## src/link_status_map.svh

```systemverilog
// Purpose: register offsets, field positions and reset values of the link status block
// Assumes: byte-wide registers reached over a plain address/strobe port
// Notes: definitions only
`ifndef LINK_STATUS_MAP_SVH
`define LINK_STATUS_MAP_SVH

`define ADDR_W 12
`define DATA_W 8
`define OFF_SERIAL_LINK_STATUS 12'h0208
`define OFF_CHANNEL_POWER_DOWN 12'h0209
`define OFF_LINK_CONTROL 12'h020C
`define BIT_LINK_UP 6
`define BIT_SYNC_LEVEL 5
`define BIT_PHASE_SHIFTED 4
`define BIT_SET_BY_SYSREF 3
`define BIT_PLL_LOCKED 2
`define BIT_CHAN_B_OFF 1
`define BIT_CHAN_A_OFF 0
`define BIT_LINK_ENABLE 0
`define RESET_POWER_DOWN 8'h00
`define RESET_LINK_CONTROL 8'h00
`define RESET_PD_FIELD 2'h0
`define RESET_LINK_ENABLE 1'h0
`define RESET_SYNC_LEVEL 1'h1
`define READ_ZERO 8'h00
`define PD_FIELD_W 2

`endif

```

## src/link_status_pkg.sv

```systemverilog
// Purpose: shared types of the link status block
// Assumes: constants come from link_status_map.svh
// Notes: nothing here holds a number of its own
`include "link_status_map.svh"

package link_status_pkg;

  typedef struct packed {
    logic [`ADDR_W-1:0] addr;
    logic [`DATA_W-1:0] wdata;
    logic wr;
    logic rd;
  } reg_req_t;

  typedef struct packed {
    logic link_up;
    logic sync_n;
    logic phase_shift_evt;
    logic sysref_align_evt;
    logic pll_locked;
  } link_obs_t;

  typedef struct packed {
    logic chan_a_on;
    logic chan_b_on;
    logic subsys_on;
    logic link_b_samples_valid;
  } power_ctl_t;

  typedef enum logic [1:0] {
    ALIGN_IDLE,
    ALIGN_WAIT_SYSREF,
    ALIGN_DONE
  } align_state_t;

endpackage

```

## src/sticky_flag.sv

```systemverilog
// Purpose: one hardware-set, write-one-to-clear flag
// Assumes: set and clear are single-cycle terms
// Notes: set wins over clear in the same cycle
module sticky_flag (
  input wire logic clk_sys, // system clock
  input wire logic reset_n, // async reset, active low
  input wire logic set, // hardware event
  input wire logic clear, // software write of one
  output logic flag // sticky value
);
  typedef struct packed {
    logic flag;
  } sticky_state_t;

  sticky_state_t state;
  sticky_state_t next_state;

  always_comb
  begin
    next_state = state;
    if (set)
    begin
      next_state.flag = 1'b1;
    end
    else if (clear)
    begin
      next_state.flag = 1'b0;
    end
  end

  always_ff @(posedge clk_sys or negedge reset_n)
  begin
    if (!reset_n)
      state <= '0;
    else
      state <= next_state;
  end

  assign flag = state.flag;
endmodule // sticky_flag

```

## src/power_gate.sv

```systemverilog
// Purpose: derive channel and subsystem power from the power-down field
// Assumes: bound digital channels follow their converter channel
// Notes: registered outputs
`include "link_status_map.svh"

module power_gate (
  input wire logic clk_sys, // system clock
  input wire logic reset_n, // async reset, active low
  input wire logic [`PD_FIELD_W-1:0] power_down, // chan_b_power_off, chan_a_power_off
  input wire logic b_on_link_a, // link A carries B samples
  output link_status_pkg::power_ctl_t power // gated power controls
);
  typedef struct packed {
    link_status_pkg::power_ctl_t power;
  } gate_state_t;

  gate_state_t state;
  gate_state_t next_state;

  always_comb
  begin
    next_state = state;
    next_state.power.chan_a_on = !power_down[`BIT_CHAN_A_OFF];
    next_state.power.chan_b_on = !power_down[`BIT_CHAN_B_OFF];
    next_state.power.subsys_on = !(&power_down);
    // link A keeps running; B slots are marked invalid when B is off
    next_state.power.link_b_samples_valid = !(b_on_link_a && power_down[`BIT_CHAN_B_OFF]);
  end

  always_ff @(posedge clk_sys or negedge reset_n)
  begin
    if (!reset_n)
      state <= '0;
    else
      state <= next_state;
  end

  assign power = state.power;
endmodule // power_gate

```

## src/link_status_regs.sv

```systemverilog
// Purpose: serial link status and channel power-down registers
// Assumes: inputs synchronous to clk_sys; one-cycle read/write strobes
// Notes: read data valid the cycle after the read strobe only
//
// Added by the designer: the plain strobed port.
`include "link_status_map.svh"

module link_status_regs (
  input wire logic clk_sys, // system clock, 10 MHz
  input wire logic reset_n, // async reset, active low
  input wire logic [`ADDR_W-1:0] reg_addr, // register address
  input wire logic [`DATA_W-1:0] reg_wdata, // write data
  input wire logic reg_wr, // write strobe
  input wire logic reg_rd, // read strobe
  output logic [`DATA_W-1:0] reg_rdata, // read data, cycle after reg_rd
  input wire logic link_up, // serial link established
  input wire logic sync_n, // receiver SYNC~ level, low asserted
  input wire logic sysref_evt, // SYSREF event pulse
  input wire logic phase_shift_evt, // frame clock frame_clock_phase_shifted pulse
  input wire logic pll_locked, // serializer PLL lock
  input wire logic b_on_link_a, // link A carries B samples
  output logic serial_link_enable, // serial encoder enable
  output logic chan_a_power_off, // channel A off
  output logic chan_b_power_off, // channel B off
  output logic chan_a_on, // channel A and bound digital channels powered
  output logic chan_b_on, // channel B and bound digital channels powered
  output logic subsys_on, // serial subsystem, PLL and frame clock powered
  output logic link_b_samples_valid // B samples on link A defined
);
  // ==========================================================
  // state
  typedef struct packed {
    logic [`DATA_W-1:0] rdata;
    logic [`PD_FIELD_W-1:0] power_down;
    logic link_enable;
    link_status_pkg::align_state_t align;
    link_status_pkg::link_obs_t obs;
  } regs_state_t;

  regs_state_t state;
  regs_state_t next_state;
  link_status_pkg::reg_req_t req;
  link_status_pkg::power_ctl_t power;
  logic frame_clock_phase_shifted;
  logic frame_clock_set_by_sysref;
  logic wr_status;
  logic clr_shifted;
  logic clr_sysref;
  logic align_set;

  assign req = '{addr: reg_addr, wdata: reg_wdata, wr: reg_wr, rd: reg_rd};
  assign wr_status = req.wr && (req.addr == `OFF_SERIAL_LINK_STATUS);
  assign clr_shifted = wr_status && req.wdata[`BIT_PHASE_SHIFTED];
  assign clr_sysref = wr_status && req.wdata[`BIT_SET_BY_SYSREF];
  assign align_set = (state.align == link_status_pkg::ALIGN_WAIT_SYSREF) && sysref_evt;

  // ==========================================================
  // sticky alignment flags
  sticky_flag u_phase_shifted (
    .clk_sys(clk_sys),
    .reset_n(reset_n),
    .set(state.obs.phase_shift_evt),
    .clear(clr_shifted),
    .flag(frame_clock_phase_shifted)
  );

  sticky_flag u_set_by_sysref (
    .clk_sys(clk_sys),
    .reset_n(reset_n),
    .set(align_set),
    .clear(clr_sysref),
    .flag(frame_clock_set_by_sysref)
  );

  // ==========================================================
  // power gating
  power_gate u_power (
    .clk_sys(clk_sys),
    .reset_n(reset_n),
    .power_down(state.power_down),
    .b_on_link_a(b_on_link_a),
    .power(power)
  );

  // ==========================================================
  // next state
  always_comb
  begin
    next_state = state;
    next_state.obs.link_up = link_up && power.subsys_on;
    next_state.obs.sync_n = sync_n;
    next_state.obs.phase_shift_evt = phase_shift_evt && power.subsys_on;
    next_state.obs.sysref_align_evt = align_set;
    next_state.obs.pll_locked = pll_locked && power.subsys_on;
    // first SYSREF after enable only; re-arms when the encoder is re-enabled
    unique case (state.align)
      link_status_pkg::ALIGN_IDLE:
      begin
        if (state.link_enable)
          next_state.align = link_status_pkg::ALIGN_WAIT_SYSREF;
      end
      link_status_pkg::ALIGN_WAIT_SYSREF:
      begin
        if (!state.link_enable)
          next_state.align = link_status_pkg::ALIGN_IDLE;
        else if (sysref_evt)
          next_state.align = link_status_pkg::ALIGN_DONE;
      end
      link_status_pkg::ALIGN_DONE:
      begin
        if (!state.link_enable)
          next_state.align = link_status_pkg::ALIGN_IDLE;
      end
      default:
      begin
        next_state.align = link_status_pkg::ALIGN_IDLE;
      end
    endcase
    if (req.wr)
    begin
      unique case (req.addr)
        `OFF_CHANNEL_POWER_DOWN:
        begin
          // takes effect as written; clearing the link enable first is up to software
          next_state.power_down = req.wdata[`PD_FIELD_W-1:0];
        end
        `OFF_LINK_CONTROL:
        begin
          next_state.link_enable = req.wdata[`BIT_LINK_ENABLE];
        end
        default:
        begin
          next_state.power_down = state.power_down;
        end
      endcase
    end
    next_state.rdata = `READ_ZERO;
    if (req.rd)
    begin
      unique case (req.addr)
        `OFF_SERIAL_LINK_STATUS:
        begin
          next_state.rdata[`BIT_LINK_UP] = state.obs.link_up;
          next_state.rdata[`BIT_SYNC_LEVEL] = state.obs.sync_n;
          next_state.rdata[`BIT_PHASE_SHIFTED] = frame_clock_phase_shifted;
          next_state.rdata[`BIT_SET_BY_SYSREF] = frame_clock_set_by_sysref;
          next_state.rdata[`BIT_PLL_LOCKED] = state.obs.pll_locked;
        end
        `OFF_CHANNEL_POWER_DOWN:
        begin
          next_state.rdata[`PD_FIELD_W-1:0] = state.power_down;
        end
        `OFF_LINK_CONTROL:
        begin
          next_state.rdata[`BIT_LINK_ENABLE] = state.link_enable;
        end
        default:
        begin
          next_state.rdata = `READ_ZERO;
        end
      endcase
    end
  end

  always_ff @(posedge clk_sys or negedge reset_n)
  begin
    if (!reset_n)
    begin
      state <= '0;
      state.rdata <= `READ_ZERO;
      state.power_down <= `RESET_PD_FIELD;
      state.link_enable <= `RESET_LINK_ENABLE;
      state.align <= link_status_pkg::ALIGN_IDLE;
      state.obs.sync_n <= `RESET_SYNC_LEVEL;
    end
    else
    begin
      state <= next_state;
    end
  end

  // ==========================================================
  // outputs
  assign reg_rdata = state.rdata;
  assign serial_link_enable = state.link_enable;
  assign chan_a_power_off = state.power_down[`BIT_CHAN_A_OFF];
  assign chan_b_power_off = state.power_down[`BIT_CHAN_B_OFF];
  assign chan_a_on = power.chan_a_on;
  assign chan_b_on = power.chan_b_on;
  assign subsys_on = power.subsys_on;
  assign link_b_samples_valid = power.link_b_samples_valid;
endmodule // link_status_regs

```

## config.mk

```make
export PLATFORM = sky130hd
export DESIGN_NAME = link_status_regs
export DESIGN_NICKNAME = d
export VERILOG_FILES = /design/src/link_status_pkg.sv /design/src/sticky_flag.sv /design/src/power_gate.sv /design/src/link_status_regs.sv
export VERILOG_INCLUDE_DIRS = /design/src /design/src/src
export SDC_FILE = /design/constraint.sdc
export NUM_CORES = 1
export LEC_CHECK = 0
export BUFFER_PORTS_ARGS = -buffer_cell sky130_fd_sc_hd__clkbuf_2
export CAP_MARGIN = 10
export CELL_PAD_IN_SITES_DETAIL_PLACEMENT = 1
export CELL_PAD_IN_SITES_GLOBAL_PLACEMENT = 1
export CORE_UTILIZATION = 30
export DETAILED_ROUTE_END_ITERATION = 12
export GPL_TIMING_DRIVEN = 0
export PLACE_DENSITY_LB_ADDON = 0.1
export SLEW_MARGIN = 20
export SYNTH_ARGS = -nofsm -noshare
export SYNTH_HDL_FRONTEND = slang
export SYNTH_SLANG_ARGS = --single-unit
```

## constraint.sdc

```tcl
create_clock -name clk_sys -period 0.8 [get_ports clk_sys]
set_input_delay 0.12 -clock clk_sys [delete_from_list [all_inputs] [get_ports clk_sys]]
set_output_delay 0.12 -clock clk_sys [all_outputs]
set_load 0.005 [all_outputs]
```

Word-level counts from Yosys, hierarchy flattened

Cells that the tools add are included.
Widths: inputs -> output; s select.

Register bits: 23
Latch bits: 0
Memory bits (writable): 0
Memory bits (read-only): 0
Bits of input ports: 30
Output and inout port bits: 15
Word-level logic and storage cells: 54
Memories: 0

Add/subtract/negate cells: 0
Multiply operators: 0
Divide/modulo/power cells: 0
Magnitude comparators: 0
Eq/ne operators: 8
Shifts and indexed selects: 0
Multiplexer cells: 13
Bitwise gates (word level): 0
Reduce and logical (&&, ||, !) cells: 19

Operator list:

| kind                 | number |
|---|---|
| $eq 12x10->1 const B | 3 |
| $logic_and 1x1->1    | 8 |
| $mux 2               | 4 |
| $mux 7               | 1 |
| $pmux 2 s3           | 1 |
| $reduce_and 2->1     | 3 |
| $mux 1               | 5 |
| $mux 5               | 1 |
| $logic_not 1->1      | 4 |
| $ne 2x2->1 const B   | 2 |
| $reduce_bool 2->1    | 2 |
| $ne 3x3->1 const B   | 1 |
| $reduce_and 3->1     | 1 |
| $eq 2x1->1 const B   | 1 |
| $eq 2x2->1 const B   | 1 |
| $logic_not 2->1      | 1 |
| $pmux 1 s2           | 1 |

Depth between registers and ports, before layout

Gate-level depths: netlist of run 1.

Depth after elaboration: 5
Depth in mapped cells: 3
Depth with buffers taken out: 3

Hierarchy

A second synthesis of run 1 with hierarchy kept.

Cells, all modules: 76
Area total of the unflattened synthesis: 920.9 um^2

By module, submodules not included:

| module           | times used | cells an instance | area an instance (um^2) | seq. area each (um^2) |
|---|---|---|---|---|
| link_status_regs | 1          | 62                | 733.2                   | 401.6 |
| power_gate       | 1          | 8                 | 115.1                   | 100.1 |
| sticky_flag      | 2          | 3                 | 36.3                    | 25.0 |

Worst setup path after synthesis of run 1

No wires, ideal clock.

Kind: input port to flip-flop
Start: input port reg_addr[8]
End: register chan_a_power_off (netlist name)
Library setup time: 0.128 ns
Arrival time: 1.319 ns
Required time: 0.672 ns
Setup slack: -0.646 ns
Stages: 3
Buffers on the path: 0
Path through: or4b_4 -> nor4_4 -> mux2_1

Word-level cells in the longest chain between the ends: 2

Ends and longest elaborated chain:

| element                    | line                    | text |
|---|---|---|
| from (decl)                | link_status_regs.sv:11  | `` input wire logic [`ADDR_W-1:0] reg_addr, `` |
| $eq 12x10->1               | link_status_regs.sv:121 | `unique case (req.addr)` |
| $reduce_and 2->1 (no line) | -                       |  |

No other way between the ends.
A chain may end at the register's enable or synchronous reset.

Final worst setup path of run 1

Start: input port reg_addr[7]
End: register chan_b_power_off (netlist name)

Word-level cells in the longest chain between the ends: 2

Ends and longest elaborated chain:

| element                    | line |
|---|---|
| $eq 12x10->1               | link_status_regs.sv:121 |
| $reduce_and 2->1 (no line) | - |

No other way between the ends.

==> run metrics, run 1 <==
outcome complete, but fails checks; failing checks DRC, setup timing; clock transition time at the flip-flop clock pins of the worst setup and hold paths 110 ps; reg2reg path depth 3; top cells by count, synth dfrtp_1 (21), buf_4 (8), and3_1 (6), inv_1 (6), and2_1 (4); top cell type's share of synthesized area 0.5660; wire length per cell approximately 12 µm; Core Area approximately 0.0029 mm²; gpl congestion between 0.6 and 0.7; Distinct cells, synth 24; adder-cell area share of the yosys netlist 0; min Tclk post-route 1250 ps; leakage 0.0006507 µW; n_diodes 0; Congestion Overflow GR 0; Synth area leaders dfrtp_1 (57%), buf_4 (6.5%), nor4_4 (4.6%); Setup-failing EPs final 26; Cells after Synth between 70 and 80; die area 0.003321 mm²; row cnt 19; WS Path Type in2reg; EDFF count, synth 0; first-pass GRT wire length 3008 µm; worst endpoint required time 990 ps; Seq cells post-synth 22; CP Max Fanout 4; clk buf depth 2; starting density of the core 0.3254; CTS tree built; DR pass1 iterations 8; layout cells sized above 1 0.5667; Die Wd around 58 µm; Tcrit/Tclk final 1.563; Post-synth ARST share 1.000; WP data arrival 1440 ps; most numerous cell in the Yosys netlist dfrtp_1; GRT Util Overall 0.1187; Final Max Tran Viols 0; Sink Count 22; Skew-Pair Late Insertion Delay about 290 ps; max_cap viols 0; Seq/Total Area, Yosys 0.5943; placed cell count 143; initial DRC count 3; Layout Area Growth over Synthesis 36.66%; Via density 4.649; Pwr per Cell Area around 1400 mW/mm²; Worst Skew 3.144 ps; DRT antenna net count 0; Post-Layout Cell Count 151; Ports 45; H-tree depth 1; unrepaired setup endpoints after global routing true; VDD IR max 0.7206 mV; Synth warnings 0; Post-Synth XOR/XNOR Area 0; worst min path class in2reg; vias post-DR around 700; CTS Buf Count 3; Final Hold Fails 0; Post-DP Area 0.001162 mm²; DP Worst Slack -761.9 ps; antenna violations before repair 0; nets 151; final wirelength 1832 µm; Crit. End Element flip-flop; Cell Area, Synth 928.4 µm²; Simple-Gate Fraction of Synth Area 0.2345; Synth Area per Inst 12.72 µm²; Clock Root Buffer clkbuf_4; Hold Crit Depth 2; largest family of logic cells by synthesized area simple AND/OR/NAND/NOR gates; Finished Core Util 0.4447; largest net degree at the start of global routing 23; Hold WS roughly 16 ps; Primary FF master, synth dfrtp_1; Max Freq around 800 MHz; Die Ht 57.63 µm; Port Buffers 39; Mapped Nets 103; vias in the first global route 707; post-synthesis mux area share 0.03639; Yosys top cell by area dfrtp_1; Setup WS post-layout -450.0 ps; drt drc 1; Final HPWL DP 1368 µm; final non-filler cell area 0.001269 mm²; complex-gate fraction of the synthesized area 0.04178; Worst Setup Start Kind primary input
[cell type report]
| type | instances | area [µm²] |
|---|---|---|
| Buffer | 1 | 7.507 |
| Clock buffer | 4 | 26.28 |
| Fill cell | 327 | 1584 |
| Inverter | 6 | 22.52 |
| Multi-Input combinational cell | 37 | 329.1 |
| Sequential cell | 22 | 551.8 |
| Tap cell | 31 | 38.79 |
| Timing Repair Buffer | 50 | 292.8 |
[layer usage]
layer,global-route usage,part of all wire,up-vias
met3,0.03125,0.069,2
met1,0.1422,0.42,339
met5,0,0,-
met2,0.2060,0.50,28
li1,-,-,333
met4,0.04181,0.010,0
[cells by family after synthesis]
group,after synthesis
AND/OR/NAND/NOR,28
AO/OA/AOI/OAI,5
flip-flops,22
multiplexers,3
buffers and inverters,14
other,1
[registers in the layout (all words and copies together), names as in the netlist]
register / cells
chan_a_power_off: 1
chan_b_power_off: 1
reg_rdata: 7
serial_link_enable: 1
state: 6
u_phase_shifted.flag: 1
u_power.power: 4
u_set_by_sysref.flag: 1
[cells in the final DEF (no fill, tap or decap), drive strengths merged]
cell	count
or4	1
o2bb2ai	1
mux2	3
and3	6
clkbuf	42
dlygate4sd3	3
nor2b	2
a211oi	1
and2	4
nand3b	3
conb	1
a41oi	2
or2b	1
or4b	1
a21oi	1
inv	6
nor4	4
buf	10
nor2	2
dfstp	1
dfrtp	21
nand2	3
nand2b	1
[per-stage QoR]
step                power (µW)  TNS, ps
floorplan                 1200    -5701
global placement          1294    -8289
detailed placement        1297    -8471
CTS                       1817    -5672
global route              1886    -6549
finish                    1794    -5520
[path summary, 6_finish.rpt]
| path | startpoint | to | slack, ps |
|---|---|---|---|
| setup / recovery | reg_addr[7] | chan_b_power_off$_DFFE_PN0P_ | -450 |
| hold / removal | sysref_evt | state[5]$_DFFE_PN0P_ | 20 |
| setup reg to reg | state[6]$_DFFE_PN0P_ | u_set_by_sysref.flag$_DFFE_PN0P_ | -160 |
| hold reg to reg | state[5]$_DFFE_PN0P_ | state[5]$_DFFE_PN0P_ | 490 |
| max in group asynchronous | reset_n | state[3]$_DFF_PN1_ | 140 |
| min in group asynchronous | reset_n | state[4]$_DFF_PN0_ | 310 |
[power by group]
group	internal (µW)	switching (µW)	total, µW	leakage, µW
Combinational	82.5	81.0	163	0.000365
Clock	194	305	498	0.0000150
Sequential	1130	4.63	1130	0.000271
[critical path: stages]
cell      delay [ps]
clkbuf_2          80
or4_4            580
nor4_4           330
mux2_4           330
[repair_timing]
item,4_1_cts,5_1_grt
hold buffers,3,0
pin swaps,0,2
resized for setup,1,12
hold endpoints to repair,23,0
setup endpoints to repair,28,53
setup buffers,7,2
Note: power is estimated with default switching activity, not from simulation.
==> run 2: changes to the inputs <==
--- a/config.mk
+++ b/config.mk
@@ -17,4 +17,5 @@
 export SLEW_MARGIN = 20
 export SYNTH_ARGS = -nofsm -noshare
 export SYNTH_HDL_FRONTEND = slang
+export SYNTH_HIERARCHICAL = 1
 export SYNTH_SLANG_ARGS = --single-unit
==> run 2 against run 1 <==
  * The run still ends with DRC, setup timing left
  * Largest cell class unchanged
  * Worst hold slack better by 25 ps
  * Sequential cell count unchanged
  * Design area up 6.0%
  * Via count shrank 0.14%
  * Utilization is 3.1 points higher
  * Highest routed layer unchanged
  * Combinational power up 5%
  * Total power up 20%
  * Die area down 0.78%
  * Wire length up 1.8%
  * Maximum frequency shrank 4.0%
  * Critical path depth increased by 2
  * Area after synthesis shrank 0.81%
==> run metrics, run 2 <==
outcome complete, but fails checks; failing checks DRC, setup timing; Skew-Pair Late Insertion Delay 310 ps (+20 ps); CP Max Fanout 3 (-1); Ports 45 (unchanged); clk buf depth 2 (unchanged); Via density 4.552 (-2.1%); GRT Util Overall 0.1339 (+0.01516); H-tree depth 1 (unchanged); min Tclk post-route 1302 ps (+52.25 ps); first-pass GRT wire length 3270 µm (+8.7%); Pwr per Cell Area 1600 mW/mm² (+13%); Slew HR 0.6456; top cell type's share of synthesized area 0.5707 (+0.004614); leakage 0.0006812 µW (+4.7%); EDFF count, synth 0 (unchanged); vias post-DR 701 (-0.14%); starting density of the core 0.3255 (about the same); clock transition time at the flip-flop clock pins of the worst setup and hold paths 130 ps (+20 ps); CP max-delay cell or4b_4; final wirelength 1865 µm (+1.8%); Cell Area, Synth 920.9 µm² (-0.81%); Setup WS post-layout -502.3 ps (-52.25 ps); VDD IR max 0.6712 mV (-6.9%); Clock Root Buffer clkbuf_4; Final Hold Fails 0 (unchanged); Tcrit/Tclk final 1.628 (+0.06531); CTS Buf Count 3 (unchanged); DRT antenna net count 0 (unchanged); final setup TNS -6780 ps (-1260 ps); Post-synth ARST share 1.000 (unchanged); Synth Area per Inst 12.12 µm² (-4.7%); antenna violations before repair 0 (unchanged); worst min path class in2reg; wire length per cell 12.11 µm (-0.18%); slowest stage delay, CP 550 ps (-30 ps); unrepaired setup endpoints after global routing true; Max Freq 767.9 MHz (-4.0%); Seq/Total Area, Yosys 0.5992 (+0.004845); Die Wd 57.41 µm (-0.39%); Final Max Tran Viols 0 (unchanged); Worst Setup Start Kind primary input; Synth warnings 6 (+6); Worst Skew 5.079 ps (+1.935 ps); Sink Count 22 (unchanged); critical path, cell by cell clkbuf_2 > or4b_4 > or3_4 > nor4_4 > inv_1 > a21o_1; most common cell after layout, fill and taps aside clkbuf_2; most numerous cell in the Yosys netlist dfrtp_1; Largest register FFs 7 (unchanged); largest net degree at the start of global routing 23 (unchanged); nets 154 (+2.0%); WP data arrival 1520 ps (+80 ps); gpl congestion 0.7093 (+7.8%); Synth area leaders dfrtp_1 (57%), buf_4 (6.5%), and2_1 (5.4%); Finished Core Util 0.4755 (+0.03072); Yosys top cell by area dfrtp_1; Primary FF master, synth dfrtp_1; Worst Tran Pin Value approximately 530 ps; Core Area 0.002829 mm² (-0.83%); Congestion Overflow GR 0 (unchanged); n_diodes 0 (unchanged); most frequent cells in the layout clkbuf_2 (39), dfrtp_1 (21), and2_1 (8), buf_4 (7), inv_1 (6); layout cells sized above 1 0.5610 (-0.005691); Seq cells post-synth 22 (unchanged); Distinct cells, synth 23 (-4.2%); vias in the first global route 728 (+3.0%); Mapped Nets 106 (+2.9%); WS Path Type in2reg; die area 0.003295 mm² (-0.78%); worst endpoint required time 1020 ps (+30 ps); Final HPWL DP 1376 µm (+0.57%); CTS tree built; DR pass1 iterations 7 (-1); Fill cells 318 (-2.8%); initial DRC count 14 (+11); Cells after Synth 76 (+4.1%); Layout Area Growth over Synthesis 46.06%; max_cap viols 0 (unchanged); Crit. End Element flip-flop; row cnt 19 (unchanged); Port Buffers 39 (unchanged); top cells by count, synth dfrtp_1 (21), and2_1 (8), buf_4 (8); drt drc 3 (+2); Hold WS 41.85 ps (+25.45 ps); Die Ht 57.41 µm (-0.39%); Setup-failing EPs final 27 (+3.8%)
-- run 2: changes by cell type in the layout (fill, tap and decap cells not counted), sizes merged, moves of 2 or more --
| cell | previous run | this run |
|---|---|---|
| a41oi | 2 | 0 |
| and2 | 4 | 8 |
| or3 | 0 | 2 |
| or3b | 0 | 2 |
| and3 | 6 | 0 |
| a21o | 0 | 2 |
| and3b | 0 | 3 |
-- run 2: report_power, final --
| group | internal [µW] | leakage [µW] | switching (µW) |
|---|---|---|---|
| Combinational | 85.1 | 0.000382 | 85.7 |
| Clock | 506 | 0.0000279 | 343 |
| Sequential | 1130 | 0.000271 | 4.06 |
| Total | 1720 | 0.000681 | 433 |
-- run 2: cell families (layout without fill, tap and decap cells) --
logic type / Yosys count / count (layout) / synth area share
and+or+nand+nor: 32 / 32 / 0.2405
DFF: 22 / 22 / 0.5992
other: 1 / 1 / 0.004072
buffers and inverters: 14 / 61 / 0.08967
AOI/OAI and AO/OA: 4 / 4 / 0.02988
muxes: 3 / 3 / 0.03668
-- run 2: final cells by class --
type / count / area [µm²] / area share
Sequential cell: 22 / 551.8 / 0.4102
Multi-Input combinational cell: 40 / 379.1 / 0.2819
Timing Repair Buffer: 50 / 292.8 / 0.2177
Tap cell: 31 / 38.79 / 0.02884
Clock inverter: 1 / 30.03 / 0.02233
Clock buffer: 3 / 22.52 / 0.01674
Inverter: 6 / 22.52 / 0.01674
Buffer: 1 / 7.507 / 0.005581
-- run 2: final timing paths --
kind | start | to | slack (ps) | depth (start not counted)
max | reg_addr[11] | u_phase_shifted/flag$_DFFE_PN0P_ | -500 | 6
min | link_up | state[4]$_DFF_PN0_ | 40 | 2
max reg2reg | serial_link_enable$_DFFE_PN0P_ | reg_rdata[0]$_DFF_PN0_ | -150 | 3
min reg2reg | state[2]$_DFF_PN0_ | u_phase_shifted/flag$_DFFE_PN0P_ | 430 | 1
max in group asynchronous | reset_n | state[3]$_DFF_PN1_ | 130 | 2
min in group asynchronous | reset_n | u_set_by_sysref/flag$_DFFE_PN0P_ | 310 | 2
-- run 2: metal layers --
metal / GRT usage / wire (µm) / vias up
li1: - / - / 339
met1: 0.1780 / 815 / 333
met2: 0.2093 / 923 / 27
met3: 0.02721 / 116 / 2
met4: 0.06272 / 10 / 0
met5: 0 / 0 / -
-- run 2: what timing repair did --
action                                  4_1_cts  5_1_grt
resized for setup                            11        8
setup buffers                                 7        1
pin swaps                                     5       11
hold buffers                                  3        0
endpoints found under the setup margin       27       28
hold endpoints to repair                     23        0
-- run 2: stage by stage --
step | std cells | total power, µW | setup slack, ps | area [µm²]
floorplan | 76 | 1190 | -783.3 | 920.9
global placement | 146 | 1283 | -947.2 | 1155
detailed placement | 146 | 1287 | -973.5 | 1155
CTS | 153 | 2166 | -590.9 | 1297
global route | 154 | 2258 | -534.9 | 1345
finish | 154 | 2152 | -502.3 | 1345
-- run 2: worst max-delay path, delay by kind of cell --
family / cells / cell delay, ps
AOI/OAI and AO/OA: 1 / 150
and+or+nand+nor: 3 / 1100
buffers and inverters: 2 / 150
